File: src/verilog/slp_pkg.sv
// shared constants and types of the switch-logic payload codec
package slp_pkg;

  // ----------------------------------------
  // timing
  // ----------------------------------------
  localparam int CLK_MHZ = 200; // system clock rate
  localparam int TICK_US = 1000; // millisecond tick period in us
  localparam int TICK_CYC = TICK_US * CLK_MHZ; // cycles per millisecond tick
  localparam int HANG_LONG_MS = 500; // hang time, select low
  localparam int HANG_SHORT_MS = 20; // hang time, select high
  localparam int RESEND_MS = 15; // resend period while any input high
  localparam int BEACON_MS = 2000; // tag beacon period

  // ----------------------------------------
  // register map
  // ----------------------------------------
  localparam logic [7:0] REG_CTRL = 8'h00; // mode control
  localparam logic [7:0] REG_OWN_SN = 8'h04; // own unit serial number
  localparam logic [7:0] REG_STATUS = 8'h08; // outputs, learn flag, accept count
  localparam logic [7:0] REG_FLUSH = 8'h0c; // write: forget learned numbers
  localparam int CTRL_NET_BIT = 0; // network mode
  localparam int CTRL_SER_BIT = 1; // serial-mode node role
  localparam int CTRL_TAG_BIT = 2; // tag transmitter, periodic beacon
  localparam logic [2:0] CTRL_RST = 3'h0;
  localparam logic [31:0] OWN_SN_RST = 32'h0;
  localparam int STAT_OUT_LSB = 0;
  localparam int STAT_LEARN_BIT = 4;
  localparam int STAT_ACC_LSB = 8;

  // ----------------------------------------
  // payload layout
  // ----------------------------------------
  localparam int ST_IN_HI = 6; // input 3 / output 3
  localparam int ST_IN_LO = 4; // input 1 / output 1
  localparam int ST_BEACON_BIT = 0; // periodic beacon marker
  localparam int PAY_SHORT = 1; // state byte only
  localparam int PAY_LONG = 5; // state byte plus serial number

  // register bus request
  typedef struct packed {
    logic [7:0] addr;
    logic [31:0] wdata;
    logic wr;
    logic rd;
  } slp_bus_req_t;

  // one payload byte with end-of-packet flag
  typedef struct packed {
    logic [7:0] data;
    logic last;
  } slp_byte_t;

  // packet sender states
  typedef enum logic [1:0] {
    SLP_TX_IDLE = 2'b01,
    SLP_TX_SEND = 2'b10
  } slp_tx_st_t;

endpackage

File: src/verilog/slp_codec.sv
// switch-logic payload codec: packet former, packet acceptor and switch outputs
//
// Our own choices: the placing of the registers and the address-and-strobe port.
`timescale 1ns/1ps

// Function
// - state byte then four serial number bytes
// - bits 6..4 carry inputs 3..1
// - tag beacon sets bits 0 and 4
// - network serial node drops unlearned senders
// - forwarded serial number equals header number
// - zero state byte clears outputs at once
// - outputs 3..1 follow state bits 6..4
// - outside network mode accept every packet
// - network single byte needs learned sender
// - five-byte payload needs own serial match
// - learning stores header serial number only
// - hold outputs 500 ms or 20 ms
// - no state packet while all inputs low
// - resend every 15 ms while any high
module slp_codec #(
  parameter int TICK_CYCLES = slp_pkg::TICK_CYC,
  parameter int LEARN_DEPTH = 4,
  parameter int BEACON_PERIOD_MS = slp_pkg::BEACON_MS
) (
  input wire logic i_sys_clk,
  input wire logic i_rst_n,
  input wire slp_pkg::slp_bus_req_t i_bus,
  output logic [31:0] o_rdata,
  input wire logic [2:0] i_logic_in,
  input wire logic i_hang_sel,
  input wire logic i_learn,
  input wire logic i_rx_valid,
  input wire slp_pkg::slp_byte_t i_rx,
  input wire logic [31:0] i_rx_hdr_sn,
  output slp_pkg::slp_byte_t o_tx,
  output logic o_tx_valid,
  input wire logic i_tx_ready,
  output logic o_switch_output_first,
  output logic o_switch_output_second,
  output logic o_switch_output_third,
  output logic o_learning
);
  import slp_pkg::*;

  localparam int LW = (LEARN_DEPTH > 1) ? $clog2(LEARN_DEPTH) : 1;

  // ----------------------------------------
  // state
  // ----------------------------------------
  typedef struct packed {
    logic [31:0] tick_cnt; // millisecond divider
    logic tick; // one-cycle millisecond enable
    logic [2:0] ctrl; // network, serial role, tag
    logic [31:0] own_sn; // own unit serial number
    logic [31:0] rdata; // read answer, one cycle
    slp_tx_st_t tx_st; // packet sender state
    logic [2:0] tx_idx; // byte index within packet
    logic [39:0] tx_data; // packet being sent, msb first
    logic [2:0] prev_in; // inputs at last look
    logic tx_pend; // state packet due
    logic bcn_pend; // beacon packet due
    logic fwd_pend; // received packet to forward
    logic [39:0] fwd_data; // forwarded state byte and header number
    logic [11:0] resend_ms; // time since last state packet
    logic [11:0] beacon_ms; // time since last beacon
    logic [11:0] hang_ms; // hang time left
    logic hang_on; // outputs held by hang timer
    logic [2:0] outs; // switch outputs 3..1
    logic [2:0] rx_cnt; // bytes seen in current packet
    logic [7:0] rx_state; // first byte of packet
    logic [31:0] rx_sn; // payload serial number
    logic [LEARN_DEPTH-1:0][31:0] learned; // learned sender numbers
    logic [LEARN_DEPTH-1:0] learn_vld; // slot holds a number
    logic [LW-1:0] learn_ptr; // next slot to fill
    logic [7:0] acc_cnt; // accepted packets, wraps
    logic learn_q; // learn state seen through one more flop
  } slp_st_t;

  slp_st_t s;
  slp_st_t next_s;
  logic [2:0] in_now; // synchronised logic inputs
  logic hang_sel; // synchronised hang-time select
  logic learning; // synchronised learn request
  logic buf_ready; // buffer can take a byte
  logic buf_valid; // sender offers a byte
  slp_byte_t buf_in; // byte offered to the buffer

  // ----------------------------------------
  // pin synchronisers
  // ----------------------------------------
  slp_sync3 #(.W(5)) u_sync (
    .i_sys_clk(i_sys_clk),
    .i_rst_n(i_rst_n),
    .i_pin({i_logic_in, i_hang_sel, i_learn}),
    .o_level({in_now, hang_sel, learning})
  );

  // sender offers the top byte while sending
  always_comb begin
    buf_valid = (s.tx_st == SLP_TX_SEND);
    buf_in.data = s.tx_data[39:32];
    buf_in.last = (s.tx_idx == 3'(PAY_LONG - 1));
  end

  // ----------------------------------------
  // output buffer, stalls the sender when full
  // ----------------------------------------
  slp_buf2 #(.W($bits(slp_byte_t))) u_buf (
    .i_sys_clk(i_sys_clk),
    .i_rst_n(i_rst_n),
    .i_in_valid(buf_valid),
    .i_in_data(buf_in),
    .o_in_ready(buf_ready),
    .o_out_valid(o_tx_valid),
    .o_out_data(o_tx),
    .i_out_ready(i_tx_ready)
  );

  // ----------------------------------------
  // next state
  // ----------------------------------------
  always_comb begin
    logic hit; // header number is learned
    logic acc; // packet accepted by receiver
    logic [2:0] len; // payload length, saturating
    logic [7:0] sb; // state byte of packet
    logic [31:0] psn; // payload serial number
    logic [31:0] r; // read word
    hit = 1'b0;
    acc = 1'b0;
    len = 3'd0;
    sb = 8'h00;
    psn = 32'h0;
    r = 32'h0;
    next_s = s;

    // millisecond enable
    next_s.tick = 1'b0;
    if (s.tick_cnt == 32'(TICK_CYCLES - 1)) begin
      next_s.tick_cnt = 32'h0;
      next_s.tick = 1'b1;
    end else begin
      next_s.tick_cnt = s.tick_cnt + 32'h1;
    end

    // register reads answer in the next cycle only
    next_s.rdata = 32'h0;
    if (i_bus.rd) begin
      unique case (i_bus.addr)
        REG_CTRL: r[2:0] = s.ctrl;
        REG_OWN_SN: r = s.own_sn;
        REG_STATUS: begin
          r[STAT_OUT_LSB +: 3] = s.outs;
          r[STAT_LEARN_BIT] = learning;
          r[STAT_ACC_LSB +: 8] = s.acc_cnt;
        end
        default: r = 32'h0; // unmapped reads as zero
      endcase
      next_s.rdata = r;
    end
    // register writes
    if (i_bus.wr) begin
      unique case (i_bus.addr)
        REG_CTRL: next_s.ctrl = i_bus.wdata[2:0];
        REG_OWN_SN: next_s.own_sn = i_bus.wdata;
        REG_FLUSH: next_s.learn_vld = '0;
        default: ; // unmapped writes dropped
      endcase
    end

    // hang timer runs out, outputs drop
    if (s.tick && s.hang_on) begin
      if (s.hang_ms <= 12'd1) begin
        next_s.outs = 3'b000;
        next_s.hang_on = 1'b0;
      end else begin
        next_s.hang_ms = s.hang_ms - 12'd1;
      end
    end

    // ------------------------------------
    // receive path
    // ------------------------------------
    for (int i = 0; i < LEARN_DEPTH; i++) begin
      if (s.learn_vld[i] && (s.learned[i] == i_rx_hdr_sn)) begin
        hit = 1'b1;
      end
    end
    sb = (s.rx_cnt == 3'd0) ? i_rx.data : s.rx_state;
    psn = (s.rx_cnt == 3'd4) ? {s.rx_sn[23:0], i_rx.data} : s.rx_sn;
    len = (s.rx_cnt == 3'd6) ? 3'd6 : s.rx_cnt + 3'd1;
    if (i_rx_valid) begin
      // collect state byte and payload serial number
      if (s.rx_cnt == 3'd0) begin
        next_s.rx_state = i_rx.data;
      end else if (s.rx_cnt <= 3'd4) begin
        next_s.rx_sn = {s.rx_sn[23:0], i_rx.data};
      end
      next_s.rx_cnt = len;
      if (i_rx.last) begin
        next_s.rx_cnt = 3'd0;
        if (!s.ctrl[CTRL_NET_BIT]) begin
          acc = 1'b1;
        end else if (len == 3'(PAY_LONG)) begin
          acc = (psn == s.own_sn);
        end else if (len == 3'(PAY_SHORT)) begin
          acc = hit;
        end
        if (s.ctrl[CTRL_SER_BIT]) begin
          // serial node forwards state byte with header number
          if (!s.ctrl[CTRL_NET_BIT] || hit) begin
            next_s.fwd_pend = 1'b1;
            next_s.fwd_data = {sb, i_rx_hdr_sn};
          end
        end else if (acc) begin
          next_s.acc_cnt = s.acc_cnt + 8'd1;
          if (sb == 8'h00) begin
            next_s.outs = 3'b000;
            next_s.hang_on = 1'b0;
          end else begin
            next_s.outs = sb[ST_IN_HI:ST_IN_LO];
            next_s.hang_on = 1'b1;
            next_s.hang_ms = hang_sel ? 12'(HANG_SHORT_MS) : 12'(HANG_LONG_MS);
          end
        end
        // learning keeps only the header number
        if (learning && !hit) begin
          next_s.learned[s.learn_ptr] = i_rx_hdr_sn;
          next_s.learn_vld[s.learn_ptr] = 1'b1;
          next_s.learn_ptr = (s.learn_ptr == LW'(LEARN_DEPTH - 1)) ? '0 : s.learn_ptr + 1'b1;
        end
      end
    end

    // ------------------------------------
    // transmit triggers
    // ------------------------------------
    next_s.prev_in = in_now;
    next_s.learn_q = learning; // learn flag for the output pin
    if (s.tick) begin
      next_s.resend_ms = s.resend_ms + 12'd1;
      next_s.beacon_ms = s.beacon_ms + 12'd1;
    end
    if (s.ctrl[CTRL_SER_BIT] || (in_now == 3'b000)) begin
      next_s.resend_ms = 12'd0;
      next_s.tx_pend = 1'b0;
    end else if ((in_now != s.prev_in) ||
                 (s.tick && (s.resend_ms >= 12'(RESEND_MS - 1)))) begin
      next_s.tx_pend = 1'b1;
      next_s.resend_ms = 12'd0;
    end
    if (!s.ctrl[CTRL_TAG_BIT] || s.ctrl[CTRL_SER_BIT]) begin
      next_s.beacon_ms = 12'd0;
      next_s.bcn_pend = 1'b0;
    end else if (s.tick && (s.beacon_ms >= 12'(BEACON_PERIOD_MS - 1))) begin
      next_s.bcn_pend = 1'b1;
      next_s.beacon_ms = 12'd0;
    end

    // ------------------------------------
    // packet sender
    // ------------------------------------
    unique case (s.tx_st)
      SLP_TX_IDLE: begin
        next_s.tx_idx = 3'd0;
        if (s.fwd_pend) begin
          next_s.tx_data = s.fwd_data;
          next_s.fwd_pend = next_s.fwd_pend && (s.fwd_data != next_s.fwd_data);
          next_s.tx_st = SLP_TX_SEND;
        end else if (s.bcn_pend) begin
          // beacon marks bit 0 and bit 4
          next_s.tx_data = {1'b0, in_now[2:1], 1'b1, 3'b000, 1'b1, s.own_sn};
          next_s.bcn_pend = 1'b0;
          next_s.tx_st = SLP_TX_SEND;
        end else if (s.tx_pend) begin
          // state byte with spare bits zero, then own number
          next_s.tx_data = {1'b0, in_now, 4'b0000, s.own_sn};
          next_s.tx_pend = 1'b0;
          next_s.tx_st = SLP_TX_SEND;
        end
      end
      SLP_TX_SEND: begin
        if (buf_ready) begin
          next_s.tx_data = {s.tx_data[31:0], 8'h00};
          next_s.tx_idx = s.tx_idx + 3'd1;
          if (s.tx_idx == 3'(PAY_LONG - 1)) begin
            next_s.tx_st = SLP_TX_IDLE;
          end
        end
      end
    endcase
  end

  // ----------------------------------------
  // registers
  // ----------------------------------------
  always_ff @(posedge i_sys_clk or negedge i_rst_n) begin
    if (!i_rst_n) begin
      s <= '0;
      s.ctrl <= CTRL_RST;
      s.own_sn <= OWN_SN_RST;
      s.tx_st <= SLP_TX_IDLE;
    end else begin
      s <= next_s;
    end
  end

  // ----------------------------------------
  // outputs
  // ----------------------------------------
  assign o_rdata = s.rdata;
  assign o_switch_output_first = s.outs[0];
  assign o_switch_output_second = s.outs[1];
  assign o_switch_output_third = s.outs[2];
  assign o_learning = s.learn_q;

endmodule // slp_codec

File: src/verilog/slp_sync3.sv
// three-stage pin synchroniser that accepts a change once stages two and three agree
`timescale 1ns/1ps
module slp_sync3 #(
  parameter int W = 1
) (
  input wire logic i_sys_clk,
  input wire logic i_rst_n,
  input wire logic [W-1:0] i_pin,
  output logic [W-1:0] o_level
);
  import slp_pkg::*;

  // stages and the accepted level
  typedef struct packed {
    logic [W-1:0] a;
    logic [W-1:0] b;
    logic [W-1:0] c;
    logic [W-1:0] q;
  } slp_sync_t;

  slp_sync_t s;
  slp_sync_t next_s;

  // ----------------------------------------
  // next state
  // ----------------------------------------
  always_comb begin
    next_s = s;
    next_s.a = i_pin;
    next_s.b = s.a; // first stage feeds only the second
    next_s.c = s.b;
    if (s.b == s.c) begin
      next_s.q = s.c; // stable over two stages
    end
  end

  // registers
  always_ff @(posedge i_sys_clk or negedge i_rst_n) begin
    if (!i_rst_n) begin
      s <= '0;
    end else begin
      s <= next_s;
    end
  end

  assign o_level = s.q;

endmodule // slp_sync3

File: src/verilog/slp_buf2.sv
// two-entry buffer with valid and ready on both sides
`timescale 1ns/1ps
module slp_buf2 #(
  parameter int W = 9
) (
  input wire logic i_sys_clk,
  input wire logic i_rst_n,
  input wire logic i_in_valid,
  input wire logic [W-1:0] i_in_data,
  output logic o_in_ready,
  output logic o_out_valid,
  output logic [W-1:0] o_out_data,
  input wire logic i_out_ready
);
  import slp_pkg::*;

  // entries, fill level and registered handshake flags
  typedef struct packed {
    logic [1:0][W-1:0] e;
    logic [1:0] cnt;
    logic vld;
    logic rdy;
  } slp_buf_t;

  slp_buf_t s;
  slp_buf_t next_s;

  // ----------------------------------------
  // next state
  // ----------------------------------------
  always_comb begin
    logic [1:0] c;
    c = s.cnt;
    next_s = s;
    // pop the head and move the tail up
    if (s.vld && i_out_ready) begin
      next_s.e[0] = s.e[1];
      c = c - 2'd1;
    end
    // push into the first free slot
    if (i_in_valid && s.rdy) begin
      next_s.e[c[0]] = i_in_data;
      c = c + 2'd1;
    end
    next_s.cnt = c;
    next_s.vld = (c != 2'd0);
    next_s.rdy = (c != 2'd2); // full stalls the source
  end

  // registers
  always_ff @(posedge i_sys_clk or negedge i_rst_n) begin
    if (!i_rst_n) begin
      s <= '{e: '0, cnt: 2'd0, vld: 1'b0, rdy: 1'b1};
    end else begin
      s <= next_s;
    end
  end

  assign o_in_ready = s.rdy;
  assign o_out_valid = s.vld;
  assign o_out_data = s.e[0];

endmodule // slp_buf2

File: config.mk
export PLATFORM = sky130hd
export DESIGN_NAME = slp_codec
export DESIGN_NICKNAME = d
export VERILOG_FILES = /design/src/verilog/slp_pkg.sv /design/src/verilog/slp_codec.sv /design/src/verilog/slp_sync3.sv /design/src/verilog/slp_buf2.sv
export SDC_FILE = /design/constraint.sdc
export NUM_CORES = 1
export LEC_CHECK = 0
export BUFFER_PORTS_ARGS = -buffer_cell sky130_fd_sc_hd__buf_2
export CORE_AREA = 4 4 198 200
export CTS_CLUSTER_DIAMETER = 40
export DETAILED_ROUTE_END_ITERATION = 8
export DIE_AREA = 0 0 202 204
export MAX_ROUTING_LAYER = met4
export PLACE_DENSITY = 0.79
export SLEW_MARGIN = 20
export SYNTH_ARGS = -nofsm -noshare
export SYNTH_HDL_FRONTEND = slang
export SYNTH_SLANG_ARGS = --single-unit
export TNS_END_PERCENT = 5
File: constraint.sdc
create_clock -name i_sys_clk -period 3 [get_ports i_sys_clk]
set_input_delay 0.9 -clock i_sys_clk [delete_from_list [all_inputs] [get_ports i_sys_clk]]
set_output_delay 0.9 -clock i_sys_clk [all_outputs]
set_load 0.02 [all_outputs]
# Word level (Yosys, flattened, before mapping)
# Cells that the tools add are included.
# totals
regBits	459
in_bits	92
word_cells	197
# op_classes
add_sub_neg	10
order_cmp	8
n_eq_ne	24
n_mux	80
bitwise	3
n_reduce_logical	34
# ops
cell	count
$mux 201	1
$mux 32	6
$mux 41	4
$eq 32x32->1	5
$mux 142	1
$mux 134	1
$bwmux 128	1
$mux 40	3
$pmux 45 s2	1
$mux 12	6
$demux 32 s2	1
$mux 16	4
$mux 45	1
$ne 40x40->1	1
$mux 9	4
$add 32x1->32 const B	1
$eq 32x18->1 const B	1
$add 12x1->12 const B	2
$mux 24	1
$mux 8	3
$mux 1	20
$mux 19	1
$bwmux 18	1
$eq 8x4->1 const B	2
other kinds (42)	87

# Logic depth before layout (Yosys ltp)
# Gate-level depths: netlist (run 1).
# logic_depth
word_depth	15
ltp_mapped	13

# By module
# A second synthesis (run 1) with hierarchy kept.
# hier_totals
hier_cells	1936
area_unflattened_um2	22158.8
# modules_own_cells
mod	instances	cells_per_inst	area_per_inst_um2	seq_area_each_um2
slp_codec	1	1821	20380.8	10436.3
slp_buf2	1	75	1086.0	551.8
slp_sync3	1	40	691.9	500.5

# Least setup slack after synthesis (run 1)
# OpenSTA, ideal clock, no wires.
# synth_path
kind	input port to flip-flop
from	input port i_rx_hdr_sn[21]
to	register s[2] (netlist bit)
setup_time_ps	125
arrival_time_ps	2949
t_required_ps	2875
setup_slack_ps	-74
cell_stages	9
n_path_buf	1
path_cell_list	buf_2 xor2_1 nor4_1 nand3_1 or4_4 a41oi_2 a211oi_1 nor2_2 mux2_2
# synth_between
elab_chain_cells	12
elab_cells_between_ends	18
# synth_lines
element	line_no	text
start, declared	slp_codec.sv:35	input wire logic [31:0] i_rx_hdr_sn,
$eq 32x32->1	slp_codec.sv:186	if (s.learn_vld[i] && (s.learned[i] == i_rx_hdr_sn)) begin
$logic_and 1x1->1	slp_codec.sv:186	
$mux 1 (3 in a row)	slp_codec.sv:186	
$mux 1 *	slp_codec.sv:186	
$mux 1 *	slp_codec.sv:207	end else if (len == 3'(PAY_SHORT)) begin
$mux 1 *	slp_codec.sv:205	end else if (len == 3'(PAY_LONG)) begin
$mux 1 *	slp_codec.sv:203	if (!s.ctrl[CTRL_NET_BIT]) begin
$mux 1 *	slp_codec.sv:201	if (i_rx.last) begin
$mux 1 *	slp_codec.sv:193	if (i_rx_valid) begin
$reduce_and 4->1 (no line) *	n/a	
end signal, assigned	slp_codec.sv:305	s <= next_s;
end, declared	slp_codec.sv:80	slp_st_t s;
# Mark *: on every way between the ends. The rest lies on a longest branch, timed or not. The select of a mux whose other input is x is not followed.
# A chain may end at the register's enable or synchronous reset.

==> results of run 1 <==
-- cell type report --
type,count,area (um2)
flip-flops and latches,459,11500
fillers,2531,10700
multi-input cells,1277,10100
repair buffers,308,2270
clock buffers,71,1590
well taps,511,639
clock inverters,39,435
inverters,53,199
diodes,1,2.50
-- where the power goes --
part           internal (mW)  switching [mW]
Combinational           3.13            2.90
Sequential              7.81            1.49
Clock                   4.30            2.93
-- placed cells by master (no fill, tap or decap), types with 24 or more instances in the layout --
cell type  Yosys  routed
dfrtp_1      457     456
xor2_1       166     166
buf_4         44     145
buf_2         29     136
nor2_1       124     124
nand2_1      121     121
mux2_4       116     116
mux2_2       108     108
xnor2_1       84      84
o21ai_0       76      75
mux2i_1       73      68
clkbuf_16      0      61
a21oi_1       60      59
inv_1         53      53
nand3_1       46      46
and3_1        38      38
nor4_1        35      31
nand4_1       29      29
nor3_1        25      24
-- cells by family (layout without fill, tap and decap cells) --
group	after synthesis	in the layout	share of synthesized area [%]
DFF	459	459	50.9
adders and majority gates	17	17	0.943
xor gates and xnor gates	250	250	9.71
other	0	1	0
AOI/OAI and AO/OA	231	231	6.46
muxes	297	297	16.3
buffers and inverters	204	471	4.99
and+or+nand+nor	482	482	10.6
-- registers in the layout (all words and copies together) (netlist names), 5 cells and up --
name / cells
buf_in: 8
o_rdata: 32
s: 373
u_buf.o_out_data: 9
u_buf.s: 11
u_sync.next_s: 10
u_sync.o_level: 5
u_sync.s: 5
-- per-layer routing --
metal | vias to the layer above | wire [um] | global-route usage [%] | share of wire [%]
met5 | - | 0 | - | 0
met1 | 8056 | 25300 | 39.0 | 43
met3 | 123 | 3000 | 4.11 | 5.1
met2 | 473 | 28600 | 47.5 | 49
met4 | 0 | 1530 | 8.33 | 2.6
li1 | 7103 | - | - | -
-- cells in the mapped netlist, types with 21 or more instances --
| cell | n | share of area [%] |
|---|---|---|
| dfrtp_1 | 457 | 51 |
| xor2_1 | 166 | 6.4 |
| nor2_1 | 124 | 2.1 |
| nand2_1 | 121 | 2.0 |
| mux2_4 | 116 | 7.7 |
| mux2_2 | 108 | 5.4 |
| xnor2_1 | 84 | 3.3 |
| o21ai_0 | 76 | 1.7 |
| mux2i_1 | 73 | 3.2 |
| a21oi_1 | 60 | 1.3 |
| clkbuf_1 | 53 | 0.88 |
| inv_1 | 53 | 0.88 |
| nand3_1 | 46 | 1.0 |
| buf_4 | 44 | 1.5 |
| and3_1 | 38 | 1.1 |
| nor4_1 | 35 | 0.97 |
| buf_2 | 29 | 0.64 |
| nand4_1 | 29 | 0.80 |
| nor3_1 | 25 | 0.55 |
| buf_6 | 21 | 1.0 |
-- what timing repair did --
item                       CTS  global route
buffers inserted             2             2
pin swaps                    6             6
setup endpoints to repair   22            78
resized for setup           10            18
-- worst register-to-register path: stages, from the launching register on --
cell and delay [ns]:
dfrtp_1 0.38, inv_1 0.11, ha_4 0.15, and2_4 0.15
buf_6 0.15, mux2i_2 0.22, xor2_1 0.19, nand4_1 0.22
nor4_4 0.42, a211oi_2 0.14, buf_12 0.17, nor2_4 0.10
buf_12 0.14, mux2i_2 0.22
-- how the worst max path moves through the flow --
stage | startpoint | end | cells after the start
after floorplan | i_rx_hdr_sn[5] | s[100] | 11
after global placement | i_rx_hdr_sn[14] | s[23] | 12
after detailed placement | i_rx_hdr_sn[14] | s[28] | 12
after CTS | s[183] | s[2] | 13
after global routing | s[183] | s[195] | 16
final | i_rx_hdr_sn[5] | s[195] | 12
==> metrics.yaml, run 1 <==
status:
  status: "completed"
timing:
  whs_ns: 0.259
  fmax_ghz: 0.344
  setup_ws_ns: 0.0963
  tightestPinTransition_ns: 0.803
  hold_violations: 0
  post-route-period-util_pct: 96.8
  fin_tns_setup_ns: 0
  fin_crit_ns: 2.90
  finClkSkew_ns: 0.0255
  finalMaxSlewViolations: 0
  slew_headroom_pct: 46.4
  rsz0062_at_grt: "no"
  setup-violations-final: 0
placed_design:
  dp_cells: 2605
  port_buffers: 137
  placed_area_um2: 24500
  post-place-ws_ns: -0.545
  gp_routability_congestion: 0.920
  hpwlAfterDp_mm: 41.6
cells_and_area:
  design_area_um2: 26700
  drive_above_1_share_pct: 30.8
  nets: 2267
  instances_no_fill: 2719
  syn_to_final_growth_pct: 18.4
  fin_util_pct: 71.4
synthesis:
  synth-edff-count: 0
  ys_seq_area_share_pct: 50.9
  synth_ff_type: "dfrtp_1"
  synth.net_count: 2049
  syn_avg_cell_area_um2: 11.6
  synthDistinctLibCells: 68
  async_flop_share_pct: 100
  yosys_warnings: 0
  syn_inst: 1940
  synthesis.area_um2: 22600
  ys_ff_latch: 459
drt:
  drt_iter0_drc: 1147
  drc: 0
  postRouteAntennaNets: 0
  dr.pass1.iters: 5
  vias: 15800
  via_per_inst: 5.79
  wire_per_inst_um: 21.5
  wl_mm: 58.5
power_and_ir_drop:
  p_leak_nw: 12.6
  powerDensity_nw_per_um2: 845
  peakVddDrop_v: 0.000509
  finalPower_mw: 22.6
flow_run:
  cap_violations: 0
critical_path:
  critPathLaunchType: "input pin"
  critPathTopFamily: "simple AND/OR/NAND/NOR gates"
  cp.arrival_ns: 3.41
  critPathSlowestCell: "nor4_1"
  reg2reg_slack_ns: 0.12
  reg2reg_depth: 13
  rr_startpoint: "s[183]"
  path_class: "input pin to flop"
  max_stage_delay_ns: 0.44
  reg2reg_to: "s[195]"
  cp_data_required_time_ns: 3.51
  crit_chain: "buf_2, buf_4, xor2_1, nor4_1, nand3_1, or3_1, a41oi_2, a211oi_2, buf_12, nor2_4, buf_12, mux2i_2"
  endpoint_kind: "flop"
  cpMostUsedCell: "buf_12"
  cp_max_fo: 11
  cp_num_buf_inv: 4
global_route:
  grt_overflow: 0
  grt_pass1_vias: 16300
  antenna_found_initial: 2
  track_usage_pct: 29.2
  grt_max_degree: 72
  grt_pass1_wl_mm: 92.7
floorplan:
  rows: 71
  io-pin-count: 138
  die_y_um: 204
  start_util_pct: 60.3
  fp.coreArea_um2: 37400
  design.die.area_um2: 41200
  die_w_um: 202
hold_path:
  hold_class: "input pin to asynchronous set/reset pin"
clock_tree:
  ctsRootBufferMaster: "clkbuf_16"
  clkSlewWorstSetupHoldPaths_ns: 0.06
  cts_buffer_depth: 3
  cts_tree: "built"
  clock_sinks: 459
  ctsHoldBuffers: 0
  clk-insertion-delay-late_ns: 0.61
  htree_num_levels: 2
  cts_buffers: 59
(Power assumes the default switching activity.)
==> run 2, diff against run 1 <==
- CORE_AREA: 4 4 198 200 -> 4 4 229 231
- DIE_AREA: 0 0 202 204 -> 0 0 233 235
- PLACE_DENSITY: 0.79 -> default
==> run 2 against run 1 <==
  * Count of clock-buffer cells in the layout grew 21
  * Design area grew 2.8%
  * Global-route usage decreased by 6.7 points
  * Wire length rose by 1.9%
  * Cell count is 7.4% higher
  * Critical path type unchanged
  * Largest power group unchanged
==> metrics.yaml, run 2 (synthesis gave the netlist of run 1 again) <==
floorplan:
  io-pin-count: 138  # unchanged
  fp.coreArea_um2: 50100  # was 37400 um2
  die_y_um: 235  # was 204 um
  rows: 82  # was 71
  start_util_pct: 45.1  # was 60.3%
  die_w_um: 233  # was 202 um
  design.die.area_um2: 54800  # was 41200 um2
timing:
  whs_ns: 0.221  # was 0.259 ns
  setup_ws_ns: 0.0214  # was 0.0963 ns
  hold_violations: 0  # unchanged
  fin_crit_ns: 2.98  # was 2.90 ns
  slew_headroom_pct: 51.9  # was 46.4%
  fmax_ghz: 0.336  # was 0.344 GHz
  rsz0062_at_grt: "yes"  # was no
  setup-violations-final: 0  # unchanged
  finClkSkew_ns: 0.0244  # was 0.0255 ns
  finalMaxSlewViolations: 0  # unchanged
  tightestPinTransition_ns: 0.716  # was 0.803 ns
  post-route-period-util_pct: 99.3  # was 96.8%
clock_tree:
  clk-insertion-delay-late_ns: 0.60  # was 0.61 ns
  cts_buffers: 72  # was 59
  htree_num_levels: 3  # was 2
  ctsHoldBuffers: 0  # unchanged
  cts_buffer_depth: 3  # unchanged
  clock_sinks: 459  # unchanged
  clkSlewWorstSetupHoldPaths_ns: 0.05  # was 0.06 ns
  ctsRootBufferMaster: "clkbuf_16"  # unchanged
  cts_tree: "built"  # unchanged
global_route:
  grt_overflow: 0  # unchanged
  grt_max_degree: 72  # unchanged
  track_usage_pct: 22.5  # was 29.2%
  antenna_found_initial: 1  # was 2
  grt_pass1_vias: 15900  # was 16.3k
  grt_pass1_wl_mm: 93.5  # was 92.7 mm
critical_path:
  cp_max_fo: 33  # was 11
  endpoint_kind: "flop"  # unchanged
  cp_num_buf_inv: 3  # was 4
  crit_chain: "buf_2, xor2_1, nor4_4, nand4_1, or4_4, buf_4, nand4_4, nor2_2, and2_2, buf_12, mux2_4"  # was buf_2, buf_4, xor2_1, nor4_1, nand3_1, or3_1, a41oi_2, a211oi_2, buf_12, nor2_4, buf_12, mux2i_2
  critPathTopFamily: "simple AND/OR/NAND/NOR gates"  # unchanged
  max_stage_delay_ns: 0.49  # was 0.44 ns
  cp_data_required_time_ns: 3.47  # was 3.51 ns
  path_class: "input pin to flop"  # unchanged
  critPathSlowestCell: "or4_4"  # was nor4_1
  critPathLaunchType: "input pin"  # unchanged
  cp.arrival_ns: 3.44  # was 3.41 ns
cells_and_area:
  instances_no_fill: 2919  # was 2719
  fillers: 4352  # was 2531
  largest_reg_flops: 373  # unchanged
  design_area_um2: 27500  # was 26700 um2
  final_cell_mix: "456 x dfrtp_1, 166 x xor2_1, 165 x buf_4"  # was 456 x dfrtp_1, 166 x xor2_1, 145 x buf_4
  drive_above_1_share_pct: 31.9  # was 30.8%
  multi_input_area_um2: 10100  # about the same
  regArea_um2: 11500  # unchanged
  layout_commonest_cell: "dfrtp_1"  # unchanged
  nets: 2297  # was 2267
  syn_to_final_growth_pct: 21.8  # was 18.4%
  top_register: "s"  # unchanged
power_and_ir_drop:
  powerDensity_nw_per_um2: 866  # was 845 nW/um2
  p_leak_nw: 12.9  # was 12.6 nW
  finalPower_mw: 23.8  # was 22.6 mW
  swShare_pct: 31.3  # was 32.5%
  power_frac_comb_pct: 25.1  # was 26.7%
  p_int_mw: 16.3  # was 15.2 mW
  clkPwrFrac_pct: 35.9  # was 32.0%
  peakVddDrop_v: 0.000374  # was 0.000509 V
  p_sw_mw: 7.44  # was 7.33 mW
  p_seq_share_pct: 39.0  # was 41.2%
hold_path:
  hold_class: "input pin to asynchronous set/reset pin"  # unchanged
placed_design:
  gp_routability_congestion: 0.895  # was 0.920
  port_buffers: 137  # unchanged
  hpwlAfterDp_mm: 42.8  # was 41.6 mm
  dp_cells: 2775  # was 2605
  placed_area_um2: 24700  # was 24500 um2
  post-place-ws_ns: -0.914  # was -0.545 ns
status:
  status: "completed"  # unchanged
drt:
  via_per_inst: 5.23  # was 5.79
  wire_per_inst_um: 20.4  # was 21.5 um
  drt_iter0_drc: 999  # was 1147
  vias: 15300  # was 15.8k
  drc: 0  # unchanged
  dr.pass1.iters: 5  # unchanged
  postRouteAntennaNets: 0  # unchanged
  wl_mm: 59.5  # was 58.5 mm
flow_run:
  cap_violations: 0  # unchanged
==> run 2: cell count changes in the layout (fill, tap and decap cells not counted), moves of 3 or more <==
cell	delta
buf_12	-6
clkbuf_16	+14
clkbuf_8	+7
buf_4	+20
clkinvlp_4	-4
clkinv_4	+6
buf_6	+3
==> run 2: per-stage QoR <==
stage                     utilization, %  TNS, ns
after floorplan                        -    -4.81
after global placement              49.4  -159.61
after detailed placement            49.4  -159.53
after CTS                           54.7        0
after global routing                54.9   -0.229
final                               54.9        0
==> run 2: layout make-up <==
cell class                      count  share of cell area [%]
Antenna cell                        1                 0.00911
Clock buffer                       92                    7.43
Clock inverter                     40                    1.66
Inverter                           53                   0.724
Multi-Input combinational cell   1277                    36.8
Sequential cell                   459                    41.8
Tap cell                          672                    3.06
Timing Repair Buffer              325                    8.51
==> run 2: layer usage <==
layer  global-route usage [%]  up-vias  part of all wire (%)
met2                     33.7      341                    46
met4                     7.90        0                   3.4
met5                        -        -                     0
met1                     30.8     7643                    46
li1                         -     7179                     -
met3                     4.31      112                   5.2
==> run 2: path summary, 6_finish.rpt <==
kind                                    from                     end  slack, ns  cells past startpoint
setup / recovery             i_rx_hdr_sn[12]                   s[52]       0.02                     11
hold / removal                       i_rst_n             o_rdata[30]       0.22                      1
setup reg to reg                      s[184]  o_switch_output_second       0.02                     16
hold reg to reg            u_sync.next_s[12]        u_sync.next_s[7]       0.34                      0
max in group asynchronous            i_rst_n                  s[104]       2.00                      2
min in group i_sys_clk     u_sync.next_s[12]        u_sync.next_s[7]       0.34                      0
==> run 2: repair_timing <==
| action | in CTS | in global routing |
|---|---|---|
| setup endpoints to repair | 193 | 183 |
| endpoints found under the hold margin | 0 | 0 |
| resized for setup | 22 | 11 |
| pin swaps | 8 | 11 |
| setup buffers | 4 | 7 |
==> run 2: power by group through the flow <==
stage / registers, mW / logic [mW] / clock network [mW]
after detailed placement: 9.30 / 5.84 / 0
after floorplan: 8.87 / 4.38 / 0
after global routing: 9.46 / 6.56 / 8.98
after global placement: 9.25 / 5.73 / 0
final: 9.28 / 5.97 / 8.53
after CTS: 9.25 / 5.97 / 8.70
